$ cat src/inc/vtc_pkg.sv
// Purpose: Shared constants for the voltage/temperature channel setup block.
// Assumes: Register pointers and data bytes are eight bits wide.
// Notes:   Every pointer, bit position and code, and the setup, result and read reset values, are named here.
package vtc_pkg;

    // Register pointers on the internal register port.
    localparam logic [7:0] PTR_RESULT_HI  = 8'h04;  // Result bits 23..16.
    localparam logic [7:0] PTR_RESULT_MID = 8'h05;  // Result bits 15..8.
    localparam logic [7:0] PTR_RESULT_LO  = 8'h06;  // Result bits 7..0.
    localparam logic [7:0] PTR_SETUP      = 8'h08;  // Channel setup register.

    // Reset values.
    localparam logic [7:0]  SETUP_RESET  = 8'h00;   // Setup register after reset.
    localparam logic [23:0] RESULT_RESET = 24'h000000; // Result register after reset.
    localparam logic [7:0]  READ_NONE    = 8'h00;   // Read answer for unmapped pointers.

    // Bit positions inside the setup register.
    localparam int BIT_CHANNEL_ENABLE = 7;  // Channel takes part in conversions.
    localparam int BIT_SELECT_HIGH    = 6;  // Input select, upper bit.
    localparam int BIT_SELECT_LOW     = 5;  // Input select, lower bit.
    localparam int BIT_EXT_REFERENCE  = 4;  // External reference select.
    localparam int BIT_INPUT_SHORT    = 1;  // Input short for offset test.
    localparam int BIT_CHOP_ENABLE    = 0;  // Internal chopping.

    // Writable bits; bits 3 and 2 are unused and always read as zero.
    localparam logic [7:0] SETUP_WRITE_MASK = 8'hf3;

    // Channel input codes of the two-bit select field.
    localparam logic [1:0] INPUT_INT_TEMP = 2'h0;   // Internal temperature sensor.
    localparam logic [1:0] INPUT_EXT_DIODE = 2'h1;  // External sensing diode.
    localparam logic [1:0] INPUT_SUPPLY   = 2'h2;   // Supply monitor.
    localparam logic [1:0] INPUT_EXT_VOLT = 2'h3;   // External voltage input.
    localparam int         INPUT_COUNT    = 4;      // Number of selectable inputs.

    // Conversion tracking states, one-hot.
    typedef enum logic [1:0] {
        CONV_IDLE = 2'b01,
        CONV_BUSY = 2'b10
    } vtc_conv_state_t;

endpackage : vtc_pkg

$ cat src/core/vtc_setup.sv
// Purpose: Setup register and channel control of the voltage/temperature conversion channel.
// Assumes: The serial interface presents decoded pointer accesses, synchronous to i_clock.
// Notes:   Analog controls are frozen while a conversion runs, so a write lands on the next one.
//
// Summary of operation
// - Eight-bit setup at pointer 0x08, resets zero.
// - Bit 7 admits channel to conversions, calibrations.
// - Bits 6:5 choose one of four inputs.
// - Bit 4 set: external reference for voltage/supply.
// - Bit 4 clear: internal reference is used.
// - Bit 1 shorts input for offset test.
// - Bit 0 turns internal chopping on.
// - Results land in 0x04-0x06, frozen during reads.
module vtc_setup #(
    parameter int DATA_WIDTH = 24
) (
    input  wire logic                  i_clock,
    input  wire logic                  i_rst,
    // Register port from the serial interface.
    input  wire logic                  i_reg_write,
    input  wire logic                  i_reg_read,
    input  wire logic [7:0]            i_reg_pointer,
    input  wire logic [7:0]            i_reg_wdata,
    input  wire logic                  i_result_read_active,
    output logic      [7:0]            o_reg_rdata,
    // Conversion sequencing.
    input  wire logic                  i_conv_request,
    input  wire logic                  i_conv_done,
    input  wire logic [DATA_WIDTH-1:0] i_conv_data,
    output logic                       o_conv_go,
    output logic                       o_conv_busy,
    output logic                       o_data_ready,
    output logic                       o_result_lost,
    // Analog channel controls.
    output logic [vtc_pkg::INPUT_COUNT-1:0] o_input_onehot,
    output logic                       o_external_reference_select,
    output logic                       o_internal_reference_select,
    output logic                       o_input_short_test,
    output logic                       o_chopping_enable
);

    // Returns true when a pointer names the given register.
    function automatic logic ptr_is(input logic [7:0] ptr, input logic [7:0] target);
        ptr_is = (ptr == target);
    endfunction : ptr_is

    // Setup register and its fields.
    logic [7:0]  setup_r;                     // Stored setup byte.
    logic [7:0]  setup_nxt;                   // Setup byte after this cycle's write.
    wire         vt_channel_enable;           // Channel takes part in conversions.
    wire         input_select_high;           // Input select, upper bit.
    wire         input_select_low;            // Input select, lower bit.
    wire  [1:0]  input_select;                // Whole input select field.
    wire         external_reference_select;   // External reference requested.
    wire         input_short_test;            // Input short requested.
    wire         chopping_enable;             // Chopping requested.

    // Conversion tracking.
    vtc_pkg::vtc_conv_state_t state_r;        // Current conversion state.
    vtc_pkg::vtc_conv_state_t state_nxt;      // Next conversion state.
    wire         start_w;                     // A conversion of this channel begins.

    // Controls frozen for the running conversion.
    logic [vtc_pkg::INPUT_COUNT-1:0] onehot_r;  // Selected input, one-hot.
    logic [vtc_pkg::INPUT_COUNT-1:0] onehot_nxt;// Decoded input for the next start.
    logic        ext_ref_r;                   // External reference in use.
    wire         ext_ref_nxt;                 // External reference for the next start.
    logic        short_r;                     // Input short in use.
    logic        chop_r;                      // Chopping in use.

    // Result path and read side.
    wire  [DATA_WIDTH-1:0] result_w;          // Stored result.
    wire         captured_w;                  // Result stored this cycle.
    wire         lost_w;                      // Result dropped this cycle.
    logic        ready_r;                     // Unread result available.
    logic        go_r;                        // Start pulse to the modulator.
    logic [7:0]  rdata_r;                     // Registered read answer.
    logic [7:0]  rdata_nxt;                   // Read answer selected now.
    wire         wr_setup_w;                  // Write to the setup pointer.
    wire         rd_result_w;                 // Read of any result byte.

    // Field extraction from the stored setup byte.
    assign vt_channel_enable         = setup_r[vtc_pkg::BIT_CHANNEL_ENABLE];
    assign input_select_high         = setup_r[vtc_pkg::BIT_SELECT_HIGH];
    assign input_select_low          = setup_r[vtc_pkg::BIT_SELECT_LOW];
    assign input_select              = {input_select_high, input_select_low};
    assign external_reference_select = setup_r[vtc_pkg::BIT_EXT_REFERENCE];
    assign input_short_test          = setup_r[vtc_pkg::BIT_INPUT_SHORT];
    assign chopping_enable           = setup_r[vtc_pkg::BIT_CHOP_ENABLE];

    // Pointer decode for writes and result reads.
    assign wr_setup_w  = i_reg_write && ptr_is(i_reg_pointer, vtc_pkg::PTR_SETUP);
    assign rd_result_w = i_reg_read && (ptr_is(i_reg_pointer, vtc_pkg::PTR_RESULT_HI) ||
                                        ptr_is(i_reg_pointer, vtc_pkg::PTR_RESULT_MID) ||
                                        ptr_is(i_reg_pointer, vtc_pkg::PTR_RESULT_LO));

    // Unused bits are masked so they can never reach the analog side and always read zero.
    assign setup_nxt = wr_setup_w ? (i_reg_wdata & vtc_pkg::SETUP_WRITE_MASK) : setup_r;

    // Setup register storage.
    always_ff @(posedge i_clock) begin
        if (i_rst) begin
            setup_r <= vtc_pkg::SETUP_RESET;
        end else begin
            setup_r <= setup_nxt;
        end
    end

    // One-hot decode of the input select field, one line per input.
    genvar gi;
    generate
        for (gi = 0; gi < vtc_pkg::INPUT_COUNT; gi++) begin : g_input_decode
            assign onehot_nxt[gi] = (input_select == 2'(gi));
        end
    endgenerate

    // The external reference only serves the voltage input and the supply monitor.
    // Sensor inputs stay on the internal reference; the host must not ask otherwise.
    assign ext_ref_nxt = external_reference_select &&
                         ((input_select == vtc_pkg::INPUT_EXT_VOLT) ||
                          (input_select == vtc_pkg::INPUT_SUPPLY));

    // A disabled channel ignores single, continuous and calibration requests alike.
    assign start_w = i_conv_request && vt_channel_enable && (state_r == vtc_pkg::CONV_IDLE);

    // Next-state logic of the conversion tracker.
    always_comb begin
        state_nxt = state_r;
        case (state_r)
            vtc_pkg::CONV_IDLE: begin
                // Wait for an admitted request.
                if (start_w) begin
                    state_nxt = vtc_pkg::CONV_BUSY;
                end
            end
            vtc_pkg::CONV_BUSY: begin
                // The modulator reports the end of the conversion.
                if (i_conv_done) begin
                    state_nxt = vtc_pkg::CONV_IDLE;
                end
            end
            default: begin
                // Recover from an illegal code.
                state_nxt = vtc_pkg::CONV_IDLE;
            end
        endcase
    end

    // Conversion state and the frozen analog controls.
    always_ff @(posedge i_clock) begin
        if (i_rst) begin
            state_r   <= vtc_pkg::CONV_IDLE;
            go_r      <= 1'b0;
            onehot_r  <= vtc_pkg::INPUT_COUNT'(1'b1);
            ext_ref_r <= 1'b0;
            short_r   <= 1'b0;
            chop_r    <= 1'b0;
        end else begin
            state_r <= state_nxt;
            go_r    <= start_w;
            // Controls change only at a start, so a write never disturbs a running conversion.
            if (start_w) begin
                onehot_r  <= onehot_nxt;
                ext_ref_r <= ext_ref_nxt;
                short_r   <= input_short_test;
                chop_r    <= chopping_enable;
            end
        end
    end

    // Result register for the channel, frozen while the host reads it.
    vtc_result_reg #(
        .DATA_WIDTH (DATA_WIDTH)
    ) u_result (
        .i_clock    (i_clock),
        .i_rst      (i_rst),
        .i_done     (i_conv_done && (state_r == vtc_pkg::CONV_BUSY)),
        .i_data     (i_conv_data),
        .i_hold     (i_result_read_active),
        .o_result   (result_w),
        .o_captured (captured_w),
        .o_lost     (lost_w)
    );

    // Read answer selection; unmapped pointers answer zero.
    always_comb begin
        rdata_nxt = vtc_pkg::READ_NONE;
        if (ptr_is(i_reg_pointer, vtc_pkg::PTR_RESULT_HI)) begin
            rdata_nxt = result_w[DATA_WIDTH-1 -: 8];
        end else if (ptr_is(i_reg_pointer, vtc_pkg::PTR_RESULT_MID)) begin
            rdata_nxt = result_w[DATA_WIDTH-9 -: 8];
        end else if (ptr_is(i_reg_pointer, vtc_pkg::PTR_RESULT_LO)) begin
            rdata_nxt = result_w[DATA_WIDTH-17 -: 8];
        end else if (ptr_is(i_reg_pointer, vtc_pkg::PTR_SETUP)) begin
            rdata_nxt = setup_r;
        end
    end

    // Read data register and the unread-data flag; a new result beats a clearing read.
    always_ff @(posedge i_clock) begin
        if (i_rst) begin
            rdata_r <= vtc_pkg::READ_NONE;
            ready_r <= 1'b0;
        end else begin
            if (i_reg_read) begin
                rdata_r <= rdata_nxt;
            end
            if (captured_w) begin
                ready_r <= 1'b1;
            end else if (rd_result_w) begin
                ready_r <= 1'b0;
            end
        end
    end

    // Output drive.
    assign o_reg_rdata                 = rdata_r;
    assign o_conv_go                   = go_r;
    assign o_conv_busy                 = (state_r == vtc_pkg::CONV_BUSY);
    assign o_data_ready                = ready_r;
    assign o_result_lost               = lost_w;
    assign o_input_onehot              = onehot_r;
    assign o_external_reference_select = ext_ref_r;
    assign o_internal_reference_select = !ext_ref_r;
    assign o_input_short_test          = short_r;
    assign o_chopping_enable           = chop_r;

endmodule : vtc_setup

$ cat src/core/vtc_result_reg.sv
// Purpose: Holds the latest finished conversion of the voltage/temperature channel.
// Assumes: i_hold is high for the whole serial read of the result, up to its stop condition.
// Notes:   A result that finishes while the register is held is dropped, never merged.
module vtc_result_reg #(
    parameter int DATA_WIDTH = 24
) (
    input  wire logic                  i_clock,
    input  wire logic                  i_rst,
    input  wire logic                  i_done,
    input  wire logic [DATA_WIDTH-1:0] i_data,
    input  wire logic                  i_hold,
    output logic      [DATA_WIDTH-1:0] o_result,
    output logic                       o_captured,
    output logic                       o_lost
);

    logic [DATA_WIDTH-1:0] result_r;     // Stored conversion result.
    logic                  captured_r;   // One-cycle pulse when a result is stored.
    logic                  lost_r;       // One-cycle pulse when a result is dropped.
    wire                   take_w;       // A finished result may be stored now.

    // Freezing during a read keeps the three bytes of one result together.
    assign take_w = i_done && !i_hold;

    // Storage and the two event pulses.
    always_ff @(posedge i_clock) begin
        if (i_rst) begin
            result_r   <= DATA_WIDTH'(vtc_pkg::RESULT_RESET);
            captured_r <= 1'b0;
            lost_r     <= 1'b0;
        end else begin
            if (take_w) begin
                result_r <= i_data;
            end
            captured_r <= take_w;
            lost_r     <= i_done && i_hold;
        end
    end

    assign o_result   = result_r;
    assign o_captured = captured_r;
    assign o_lost     = lost_r;

endmodule : vtc_result_reg

$ cat config.mk
export PLATFORM = sky130hd
export DESIGN_NAME = vtc_setup
export DESIGN_NICKNAME = d
export VERILOG_FILES = /design/src/inc/vtc_pkg.sv /design/src/core/vtc_setup.sv /design/src/core/vtc_result_reg.sv
export SDC_FILE = /design/constraint.sdc
export NUM_CORES = 1
export LEC_CHECK = 0
export ABC_AREA = 0
export ABC_CLOCK_PERIOD_IN_PS = 2500
export BUFFER_PORTS_ARGS = -buffer_cell sky130_fd_sc_hd__buf_4
export CAP_MARGIN = 25
export CORE_ASPECT_RATIO = 0.8
export CORE_MARGIN = 5
export CORE_UTILIZATION = 54
export CTS_CLUSTER_DIAMETER = 200
export DETAILED_ROUTE_END_ITERATION = 12
export PLACE_DENSITY = 0.89
export SLEW_MARGIN = 20
export SYNTH_ARGS = -nofsm -noshare
export SYNTH_HDL_FRONTEND = slang
export SYNTH_SLANG_ARGS = --single-unit
export TNS_END_PERCENT = 30
$ cat constraint.sdc
create_clock -name i_clock -period 2.5 [get_ports i_clock]
set_input_delay 0.375 -clock i_clock [delete_from_list [all_inputs] [get_ports i_clock]]
set_output_delay 0.375 -clock i_clock [all_outputs]
set_load 0.02 [all_outputs]
==> results by group, run 1 <==
Global route
  • Largest net degree at the start of global routing: 51
  • Vias in the first global route: 1771
  • Initial antenna violation count: 0
  • GR Overflow Total: 0
  • First-pass GRT wire length: 8220 um
  • GRT Util Overall: 20.2%

Setup path
  • CP endpoint kind: flip-flop
  • Setup crit start kind: flip-flop
  • FF-to-FF setup slack: 0.92 ns
  • WP data arrival: 1.83 ns
  • R2r startpoint: state_r[1]
  • Worst Setup EP: o_input_onehot[1]
  • Req. time, crit path: 2.74 ns
  • Worst R2R End: o_input_onehot[1]
  • Crit path kind: reg -> reg
  • Launch point of the worst path: state_r[1]
  • Worst R2R Path Depth: 4
  • Worst-path maximum fanout: 14

Clocking
  • Setup Fix Bufs, Post-CTS: 0
  • Cts bufs inserted: 5
  • CTS tree: built
  • PostCTS Resize Cnt: 0
  • Maximum clock path buffer count: 2
  • Clock net sink count: 51
  • Hold_buf cts: 0
  • Root Driver: clkbuf_8
  • Worst skew pair latency: 0.30 ns
  • Reg clk slew, reported paths: 0.08 ns
  • CTS HTree Levels: 2

Detailed routing
  • First drt pass iteration count: 4
  • Average wire per standard cell: 14.0 um
  • Final WL: 5100 um
  • Remaining DRCs: 0
  • DRT antenna net count: 0
  • Vias per cell: 5.31
  • Via count: 1938
  • DRT iter0 DRCs: 155

Power
  • Power Dens Cells: 520 mW/mm^2
  • Pwr Total: 1.39 mW
  • Leak: 1.10 nW
  • VDD IR max: 0.402 mV

Yosys
  • Post-Syn Instances: 251
  • Mapped Nets: 298
  • Syn Area/Cell: 8.35 sq um
  • Register area share after synthesis: 48.7%
  • Yosys top cell area share: 48.7%
  • Mapped cell area: 0.00210 sq mm
  • Flops & latches, synth: 51
  • Synth Warn #: 0
  • Synth top area cells: dfxtp_1 (49%), nand2_1 (9.9%), a21oi_1 (7.2%)
  • Yosys top cell by area: dfxtp_1
  • Cell variety after synth: 30

Timing
  • Final period utilization: 63.3%
  • Max_slew headroom: 59.6%
  • Tightest Pin Transition: 0.603 ns
  • Unrepaired setup endpoints after global routing: false
  • Setup ws final: 0.916 ns
  • Hold Vio Cnt, Final: 0
  • TNS Setup: 0 ns
  • Final setup viols: 0
  • F_max: 631 MHz
  • Layout Skew: 0.00230 ns
  • Max Slew Vio Count: 0
  • Tmin final: 1.58 ns

Floorplan
  • Die Wd: 79.7 um
  • Starting Density: 55.5%
  • Die area: 0.00523 sq mm
  • IO Pins: 67
  • Rows: 20
  • Core Region: 0.00378 sq mm
  • DIE HEIGHT: 65.7 um

Final layout
  • Layout cells sized above 1: 24.8%
  • Final Cell Area: 0.00268 sq mm
  • Nets: 357
  • Most common cell after layout, fill and taps aside: buf_4
  • Antenna cell count: 0
  • Most frequent cells in the layout: buf_4 (66), nand2_1 (55), dfxtp_1 (51)
  • Synthesis-to-finish area growth: 27.9%
  • Non-filler cells, final: 365
  • # fillers: 317

Job
  • Max Cap Violations: 0

Placed design
  • PortBufs: 64
  • GPL Wtd Cong: 0.785
  • HPWL after DPL: 3750 um
  • Pre-CTS worst setup slack: 0.653 ns
  • Dpl cells: 358
  • Placement Cell Area: 0.00259 sq mm

Status
  • Status: complete, no violations

Hold path
  • Worst hold path type: in -> reg
[flip-flops by register name, summed over array words and instances (netlist names), 2 cells and up]
register           flops
o_input_onehot         4
state_r                2
setup_r                6
u_result.o_result     24
o_reg_rdata            8
[stage by stage]
| step | hold WS [ns] | util, % |
|---|---|---|
| 2_1_floorplan | 0.413 | - |
| 3_3_place_gp | 0.421 | 68.6 |
| 3_5_place_dp | 0.434 | 68.6 |
| 4_1_cts | 0.301 | 71.0 |
| 5_1_grt | 0.306 | 71.0 |
| 6_report | 0.303 | 71.0 |
[logic make-up after synthesis]
family / count (synthesis) / synth area share, %
flip-flops: 51 / 48.7
multiplexers: 10 / 4.78
AO/OA/AOI/OAI: 53 / 15.6
buffers and inverters: 21 / 4.42
AND/OR/NAND/NOR: 116 / 26.5
[worst min-delay path by stage]
| stage | start | end | slack, ns | cells past startpoint |
|---|---|---|---|---|
| after floorplan | u_result.o_captured | o_data_ready | 0.41 | 2 |
| after global placement | u_result.o_captured | o_data_ready | 0.42 | 2 |
| after detailed placement | u_result.o_captured | o_data_ready | 0.43 | 2 |
| after CTS | i_reg_wdata[5] | setup_r[5] | 0.30 | 3 |
| after global routing | i_reg_read | o_reg_rdata[0] | 0.31 | 2 |
| final | i_reg_wdata[5] | setup_r[5] | 0.30 | 3 |
[power breakdown]
part           internal [mW]  leakage [nW]  total [mW]  switching, mW
logic                 0.0587         0.644       0.109         0.0504
clock network          0.217        0.0470       0.471          0.254
registers              0.813         0.411       0.814        0.00126
[synthesized netlist by cell type]
cell type	number
nor4bb_1	4
a21oi_1	30
or2_2	1
dfxtp_1	51
nand3b_1	3
or3b_1	1
nor3b_1	5
nor2_4	1
a211o_1	5
nand4_2	1
buf_4	1
nand4_1	2
mux2i_1	10
nor2_1	29
or4_4	1
nand2_1	55
a311o_1	2
buf_6	1
nor2b_1	4
nand2b_1	2
a31oi_1	2
nor3_1	5
clkbuf_1	10
nor4_1	1
o2bb2ai_1	2
nand4b_1	1
a32oi_1	6
buf_2	2
inv_1	7
o21ai_0	6
[cell type report]
| cell class | count | area (sq um) | area share [%] |
|---|---|---|---|
| Sequential cell | 51 | 1020 | 38.1 |
| Multi-Input combinational cell | 179 | 982 | 36.6 |
| Timing Repair Buffer | 66 | 495 | 18.5 |
| Clock buffer | 6 | 82.6 | 3.08 |
| Tap cell | 55 | 68.8 | 2.57 |
| Inverter | 7 | 26.3 | 0.980 |
| Clock inverter | 1 | 5.00 | 0.187 |
[critical path, cell delays in order, from the launching register on]
cell	delay, ns
dfxtp_1	0.34
nand4b_1	0.57
nor3b_1	0.45
a21oi_1	0.07
nor2_1	0.10
[routing by layer]
layer	routed length, um	global-route usage, %	up-vias
met2	2460	32.2	50
met1	2270	25.8	903
met3	286	5.21	9
met4	77	8.80	0
li1	-	-	976
met5	0	0	-
(Power assumes the default switching activity.)
==> run 2, diff against run 1 <==
Settings changed: ABC_AREA 0 to 1, ABC_CLOCK_PERIOD_IN_PS 2500 to 1600, CORE_UTILIZATION 54 to 50, PLACE_DENSITY 0.89 to 0.83.
Clock period 2.5 ns to 1.6 ns, I/O delays scaled along.
==> run 2 against run 1 <==
First-iteration DRC count shrank 15%. Largest cell class unchanged. Critical path type unchanged. Sequential share of layout area shrank 0.94 points. Global-route usage shrank 0.97 points.
==> results by group, run 2 <==
Status
  • Status: complete, no violations

Setup path
  • Req. time, crit path: 1.84 ns (-0.90 ns)
  • Worst Setup EP: u_result.o_result[14]
  • Worst R2R End: u_result.o_result[14]
  • WP data arrival: 1.53 ns (-0.30 ns)
  • Setup crit start kind: flip-flop
  • Launch point of the worst path: state_r[1]
  • Crit path kind: reg -> reg
  • R2r startpoint: state_r[1]
  • Worst-path maximum fanout: 29 (+15)
  • Worst R2R Path Depth: 7 (+3)
  • FF-to-FF setup slack: 0.31 ns (-0.61 ns)
  • CP endpoint kind: flip-flop

Floorplan
  • Rows: 21 (+5.0%)
  • DIE HEIGHT: 69.0 um (+4.9%)
  • IO Pins: 67 (unchanged)
  • Die area: 0.00577 sq mm (+10%)
  • Core Region: 0.00420 sq mm (+11%)
  • Starting Density: 51.7% (-3.8 points)
  • Die Wd: 83.7 um (+5.1%)

Timing
  • TNS Setup: 0 ns (unchanged)
  • Max_slew headroom: 68.0% (+8.4 points)
  • Final period utilization: 80.8% (+17 points)
  • F_max: 774 MHz (+23%)
  • Tightest Pin Transition: 0.479 ns (-0.124 ns)
  • Layout Skew: 0.00629 ns (+0.00399 ns)
  • Setup ws final: 0.308 ns (-0.608 ns)
  • Tmin final: 1.29 ns (-0.292 ns)
  • Final setup viols: 0 (unchanged)
  • Max Slew Vio Count: 0 (unchanged)
  • Unrepaired setup endpoints after global routing: false
  • Hold Vio Cnt, Final: 0 (unchanged)

Detailed routing
  • Via count: 2024 (+4.4%)
  • Top layer in use: met4
  • DRT iter0 DRCs: 131 (-15%)
  • Met2 WL: 2330 um (-5.4%)
  • Average wire per standard cell: 13.4 um (-3.8%)
  • Remaining DRCs: 0 (unchanged)
  • Vias per cell: 5.02 (-5.4%)
  • First drt pass iteration count: 4 (unchanged)
  • Routed wire length on met3: 445 um (+56%)
  • Wl on met1: 2580 um (+13%)
  • DRT antenna net count: 0 (unchanged)
  • Final WL: 5410 um (+6.2%)

Yosys
  • Mapped cell area: 0.00217 sq mm (+3.6%)
  • Synth cell count leaders: nor2_1 (69), dfxtp_1 (51), o21ai_0 (31), nand2_1 (26), nand3_1 (26)
  • Synth top area cells: dfxtp_1 (47%), nor2_1 (12%), o21ai_0 (7.1%)
  • Post-Syn Instances: 285 (+14%)
  • Register area share after synthesis: 47.0% (-1.7 points)
  • Async set or reset register ratio after synthesis: 0% (unchanged)
  • Cell variety after synth: 27 (-10%)
  • EDFF count, synth: 0 (unchanged)
  • Syn Area/Cell: 7.62 sq um (-8.7%)
  • Synth Warn #: 0 (unchanged)
  • Main flop type after synthesis: dfxtp_1
  • Yosys top cell by area: dfxtp_1
  • Mapped Nets: 332 (+11%)
  • Yosys top cell area share: 47.0% (-1.7 points)
  • Flops & latches, synth: 51 (unchanged)
  • Count leader, synth: nor2_1

Placed design
  • Pre-CTS worst setup slack: 0.192 ns (-0.461 ns)
  • GPL Wtd Cong: 0.818 (+4.2%)
  • PortBufs: 64 (unchanged)
  • HPWL after DPL: 3960 um (+5.6%)

Global route
  • Largest net degree at the start of global routing: 30 (-41%)
  • First-pass GRT wire length: 8750 um (+6.4%)
  • Vias in the first global route: 1837 (+3.7%)
  • Initial antenna violation count: 0 (unchanged)
  • GR Overflow Total: 0 (unchanged)
  • GRT Util Overall: 19.2% (-0.97 points)

Clocking
  • Cts bufs inserted: 5 (unchanged)
  • Clock net sink count: 51 (unchanged)
  • Root Driver: clkbuf_8
  • Reg clk slew, reported paths: 0.09 ns (about the same)
  • Setup Fix Bufs, Post-CTS: 0 (unchanged)
  • CTS HTree Levels: 2 (unchanged)
  • Maximum clock path buffer count: 2 (unchanged)
  • PostCTS Resize Cnt: 0 (unchanged)
  • Worst skew pair latency: 0.30 ns (about the same)
  • Hold_buf cts: 0 (unchanged)
  • CTS tree: built

Final layout
  • Synthesis-to-finish area growth: 26.6%
  • Max reg flops: 24 (unchanged)
  • Antenna cell count: 0 (unchanged)
  • Most common cell after layout, fill and taps aside: nor2_1
  • Most frequent cells in the layout: nor2_1 (69), buf_4 (67), dfxtp_1 (51)
  • Layout cells sized above 1: 27.2% (+2.3 points)
  • Nets: 393 (+10%)
  • Finished Core Util: 65.4% (-5.6 points)

Power
  • VDD IR max: 0.450 mV (+12%)
  • Leak: 1.22 nW (+11%)
  • Power Dens Cells: 796 mW/mm^2 (+53%)

Hold path
  • Worst hold path type: in -> reg

Job
  • Max Cap Violations: 0 (unchanged)
==> run 2: cell count changes in the layout (fill, tap and decap cells not counted), moves of 6 or more <==
| cell | previous run | this run |
|---|---|---|
| nor2_1 | 29 | 69 |
| nand2_1 | 55 | 26 |
| nand3_1 | 0 | 26 |
| o21ai_0 | 6 | 31 |
| a21oi_1 | 30 | 14 |
| inv_1 | 7 | 19 |
| mux2i_1 | 10 | 0 |
| a32oi_1 | 6 | 0 |
==> run 2: how the worst min path moves through the flow <==
stage	from	endpoint	slack [ns]	cells after the start
2_1_floorplan	i_rst	o_conv_go	0.32	1
3_3_place_gp	u_result.o_captured	o_data_ready	0.42	2
3_5_place_dp	u_result.o_captured	o_data_ready	0.44	2
4_1_cts	i_conv_data[0]	u_result.o_result[0]	0.16	3
5_1_grt	i_conv_data[23]	u_result.o_result[23]	0.16	3
6_report	i_conv_data[4]	u_result.o_result[4]	0.15	3
==> run 2: cell type report <==
cell class	count	area (sq um)
Multi-Input combinational cell	197	971
Inverter	24	95.1
Clock inverter	1	5.00
Clock buffer	6	82.6
Sequential cell	51	1020
Fill cell	379	1460
Timing Repair Buffer	67	503
Tap cell	57	71.3
==> run 2: metal layers <==
metal	track usage, %	vias up
met1	26.5	891
met4	6.22	0
met5	0	-
li1	-	1046
met3	5.34	9
met2	29.4	78
==> run 2: cell families (layout without fill, tap and decap cells) <==
logic type             Yosys count  after routing  synth area share [%]
and+or+nand+nor                136            136                  29.1
AOI/OAI and AO/OA               61             61                  15.6
buffers and inverters           37             98                  8.29
DFF                             51             51                  47.0
==> run 2: where the power goes <==
group	internal, mW	switching, mW	leakage (nW)
registers	1.27	0.00172	0.411
clock network	0.340	0.398	0.0470
logic	0.0916	0.0861	0.767
==> run 2: worst max-delay path: stages (launching register included) <==
cell and delay [ns]:
dfxtp_1 0.30, inv_1 0.11, nor2_4 0.05, nand2_2 0.09
nor2_4 0.04, inv_2 0.35, o21ai_0 0.15, a21oi_1 0.13
==> run 2: through the flow <==
step / hold WS (ns) / area, sq um / power [mW] / cells
after floorplan: 0.315 / 2170 / 1.38 / 285
after global placement: 0.416 / 2660 / 1.48 / 396
after detailed placement: 0.437 / 2660 / 1.48 / 396
after CTS: 0.155 / 2750 / 2.19 / 403
after global routing: 0.160 / 2750 / 2.27 / 403
final: 0.153 / 2750 / 2.19 / 403
==> run 3, diff against run 2 <==
Settings changed: ABC_CLOCK_PERIOD_IN_PS 1600 to 1200.
Clock period 1.6 ns to 1.2 ns, I/O delays scaled along.
==> run 3 against run 2 <==
Critical path depth fell by 3. Routed wire length fell by 0.50%. Clock skew about the same. Count of clock-buffer cells in the layout is the same. Clock power rose by 31%. Sequential share of layout area is 1.7 points lower. Hold slack got worse by 0.054 ns. Global-route usage is 0.29 points higher. First-iteration DRC count increased by 37%. Total power is 33% higher. Via count rose by 2.1%.
==> results by group, run 3 (synthesized netlist as in run 2, its figures left out) <==
Global route
  • GR Overflow Total: 0 (unchanged)
  • GRT Util Overall: 19.5% (+0.29 points)
  • Met1 usage: 28.0% (+1.4 points)
  • First-pass GRT wire length: 8980 um (+2.7%)
  • Met2 usage: 28.1% (-1.3 points)
  • Initial antenna violation count: 0 (unchanged)
  • Largest net degree at the start of global routing: 30 (unchanged)
  • Met3 GRT Util: 6.77% (+1.4 points)
  • Vias in the first global route: 1914 (+4.2%)
  • Gr busiest metal: met2

Setup path
  • Worst R2R End: u_result.o_result[16]
  • Req. time, crit path: 1.02 ns (-0.82 ns)
  • CP max stage cell: dfxtp_2
  • Crit path max-delay family: buffers and inverters
  • Most Frequent Cell on Critical Path: buf_4
  • FF-to-FF setup slack: 0.03 ns (-0.28 ns)
  • Worst-path maximum fanout: 2 (-93%)
  • CP Buf/Inv Count: 3 (+1)
  • Setup crit start kind: flip-flop
  • CP endpoint kind: output port
  • Worst R2R Path Depth: 8 (+1)
  • R2r startpoint: state_r[1]
  • Crit path kind: reg -> out
  • WP data arrival: 1.00 ns (-0.53 ns)
  • Crit-path max cell delay: 0.32 ns (-0.03 ns)
  • CP Cell Sequence: inv_2, nor2_4, buf_4, buf_4

Clocking
  • Root Driver: clkbuf_8
  • Reg clk slew, reported paths: 0.08 ns (about the same)
  • Maximum clock path buffer count: 2 (unchanged)
  • CTS HTree Levels: 2 (unchanged)
  • CTS tree: built
  • Clock net sink count: 51 (unchanged)
  • Worst skew pair latency: 0.30 ns (about the same)
  • Cts bufs inserted: 5 (unchanged)

Floorplan
  • Starting Density: 51.7% (unchanged)
  • DIE HEIGHT: 69.0 um (unchanged)
  • Core Region: 0.00420 sq mm (unchanged)
  • Die Wd: 83.7 um (unchanged)
  • Rows: 21 (unchanged)
  • IO Pins: 67 (unchanged)
  • Die area: 0.00577 sq mm (unchanged)

Detailed routing
  • Via count: 2066 (+2.1%)
  • Vias per cell: 5.00 (-0.40%)
  • First drt pass iteration count: 4 (unchanged)
  • DRT antenna net count: 0 (unchanged)
  • Final WL: 5390 um (-0.50%)
  • DRT iter0 DRCs: 180 (+37%)
  • Average wire per standard cell: 13.0 um (-2.9%)
  • Remaining DRCs: 0 (unchanged)

Timing
  • Layout Skew: 0.00619 ns (-0.000108 ns)
  • Final period utilization: 97.9%
  • Tmin final: 1.18 ns
  • Final setup viols: 0 (unchanged)
  • F_max: 851 MHz
  • Max Slew Vio Count: 0 (unchanged)
  • Hold Vio Cnt, Final: 0 (unchanged)
  • Max_slew headroom: 73.6% (+5.6 points)
  • Unrepaired setup endpoints after global routing: true
  • Setup ws final: 0.0247 ns (-0.283 ns)
  • Tightest Pin Transition: 0.396 ns (-0.0834 ns)

Placed design
  • GPL Wtd Cong: 0.836 (+2.2%)
  • PortBufs: 64 (unchanged)
  • HPWL after DPL: 3900 um (-1.4%)
  • Pre-CTS worst setup slack: -0.124 ns (-0.316 ns)

Hold path
  • Hold Path Depth: 3 (unchanged)
  • Worst hold path type: in -> reg
  • Hold_sp: i_conv_data[9]
  • Hold path endpoint: u_result.o_result[9]

Final layout
  • Nets: 403 (+2.5%)
  • Storage element area: 0.00102 sq mm (+0.24%)
  • # fillers: 369 (-2.6%)
  • Synthesis-to-finish area growth: 32.9%
  • Finished Core Util: 68.7% (+3.3 points)
  • Max reg flops: 24 (unchanged)
  • Antenna cell count: 0 (unchanged)
  • Layout cells sized above 1: 30.3% (+3.2 points)
  • Most common cell after layout, fill and taps aside: buf_4
  • Area of the multi-input gates: 975 sq um (+0.39%)
  • Most frequent cells in the layout: buf_4 (73), nor2_1 (69), dfxtp_1 (49)

Job
  • Max Cap Violations: 0 (unchanged)

Status
  • Status: complete, no violations

Power
  • Power Dens Cells: 1010 mW/mm^2 (+27%)
  • VDD IR max: 0.778 mV (+73%)
  • Leak: 1.29 nW (+5.6%)
  • Pwr Total: 2.91 mW (+33%)
run 3: layout make-up:
type	instances	share of cell area, %
Tap cell	57	2.47
Inverter	24	3.55
Sequential cell	51	35.4
Timing Repair Buffer	77	21.8
Clock buffer	6	2.86
Multi-Input combinational cell	197	33.8
Clock inverter	1	0.173
run 3: worst register-to-register path, stage by stage, from the launching register on:
cell     delay [ns]
dfxtp_2        0.32
inv_2          0.07
nor2_4         0.04
nand2_2        0.08
nor2_4         0.04
buf_12         0.13
buf_4          0.15
o21ai_0        0.18
nor2_1         0.06
run 3: worst max path at each step:
stage | from | endpoint | slack [ns] | cells past startpoint
after floorplan | state_r[1] | u_result.o_result[18] | -0.03 | 9
after global placement | state_r[1] | u_result.o_result[13] | -0.09 | 7
after detailed placement | state_r[1] | u_result.o_result[13] | -0.12 | 7
after CTS | state_r[1] | o_conv_busy | 0.02 | 4
after global routing | state_r[0] | u_result.o_result[16] | -0.04 | 7
final | state_r[1] | o_conv_busy | 0.02 | 4
run 3: what timing repair did:
| action | 4_1_cts | 5_1_grt |
|---|---|---|
| pin swaps | 1 | 1 |
| setup buffers | 1 | 1 |
| cloned | 0 | 1 |
| hold buffers | 0 | 0 |
| setup endpoints to repair | 25 | 20 |
| gates resized for setup | 4 | 10 |
run 3: where the power goes:
part           internal, mW  switching [mW]  total [mW]
clock                 0.453           0.513       0.966
combinational         0.128           0.120       0.248
sequential             1.69         0.00224        1.70
total                  2.27           0.635        2.91
run 3: stage by stage:
stage	TNS, ns	area (sq um)	instances	hold WS, ns
after floorplan	-0.159	2170	285	0.255
after global placement	-1.14	2730	403	0.402
after detailed placement	-1.87	2730	403	0.408
after CTS	0	2830	411	0.0937
after global routing	-0.201	2890	413	0.0871
final	0	2890	413	0.0988
run 3: per-layer routing:
metal | vias to the layer above | part of all wire (%)
li1 | 1075 | -
met1 | 904 | 48
met2 | 79 | 42
met3 | 8 | 8.6
met4 | 0 | 0.80
met5 | - | 0
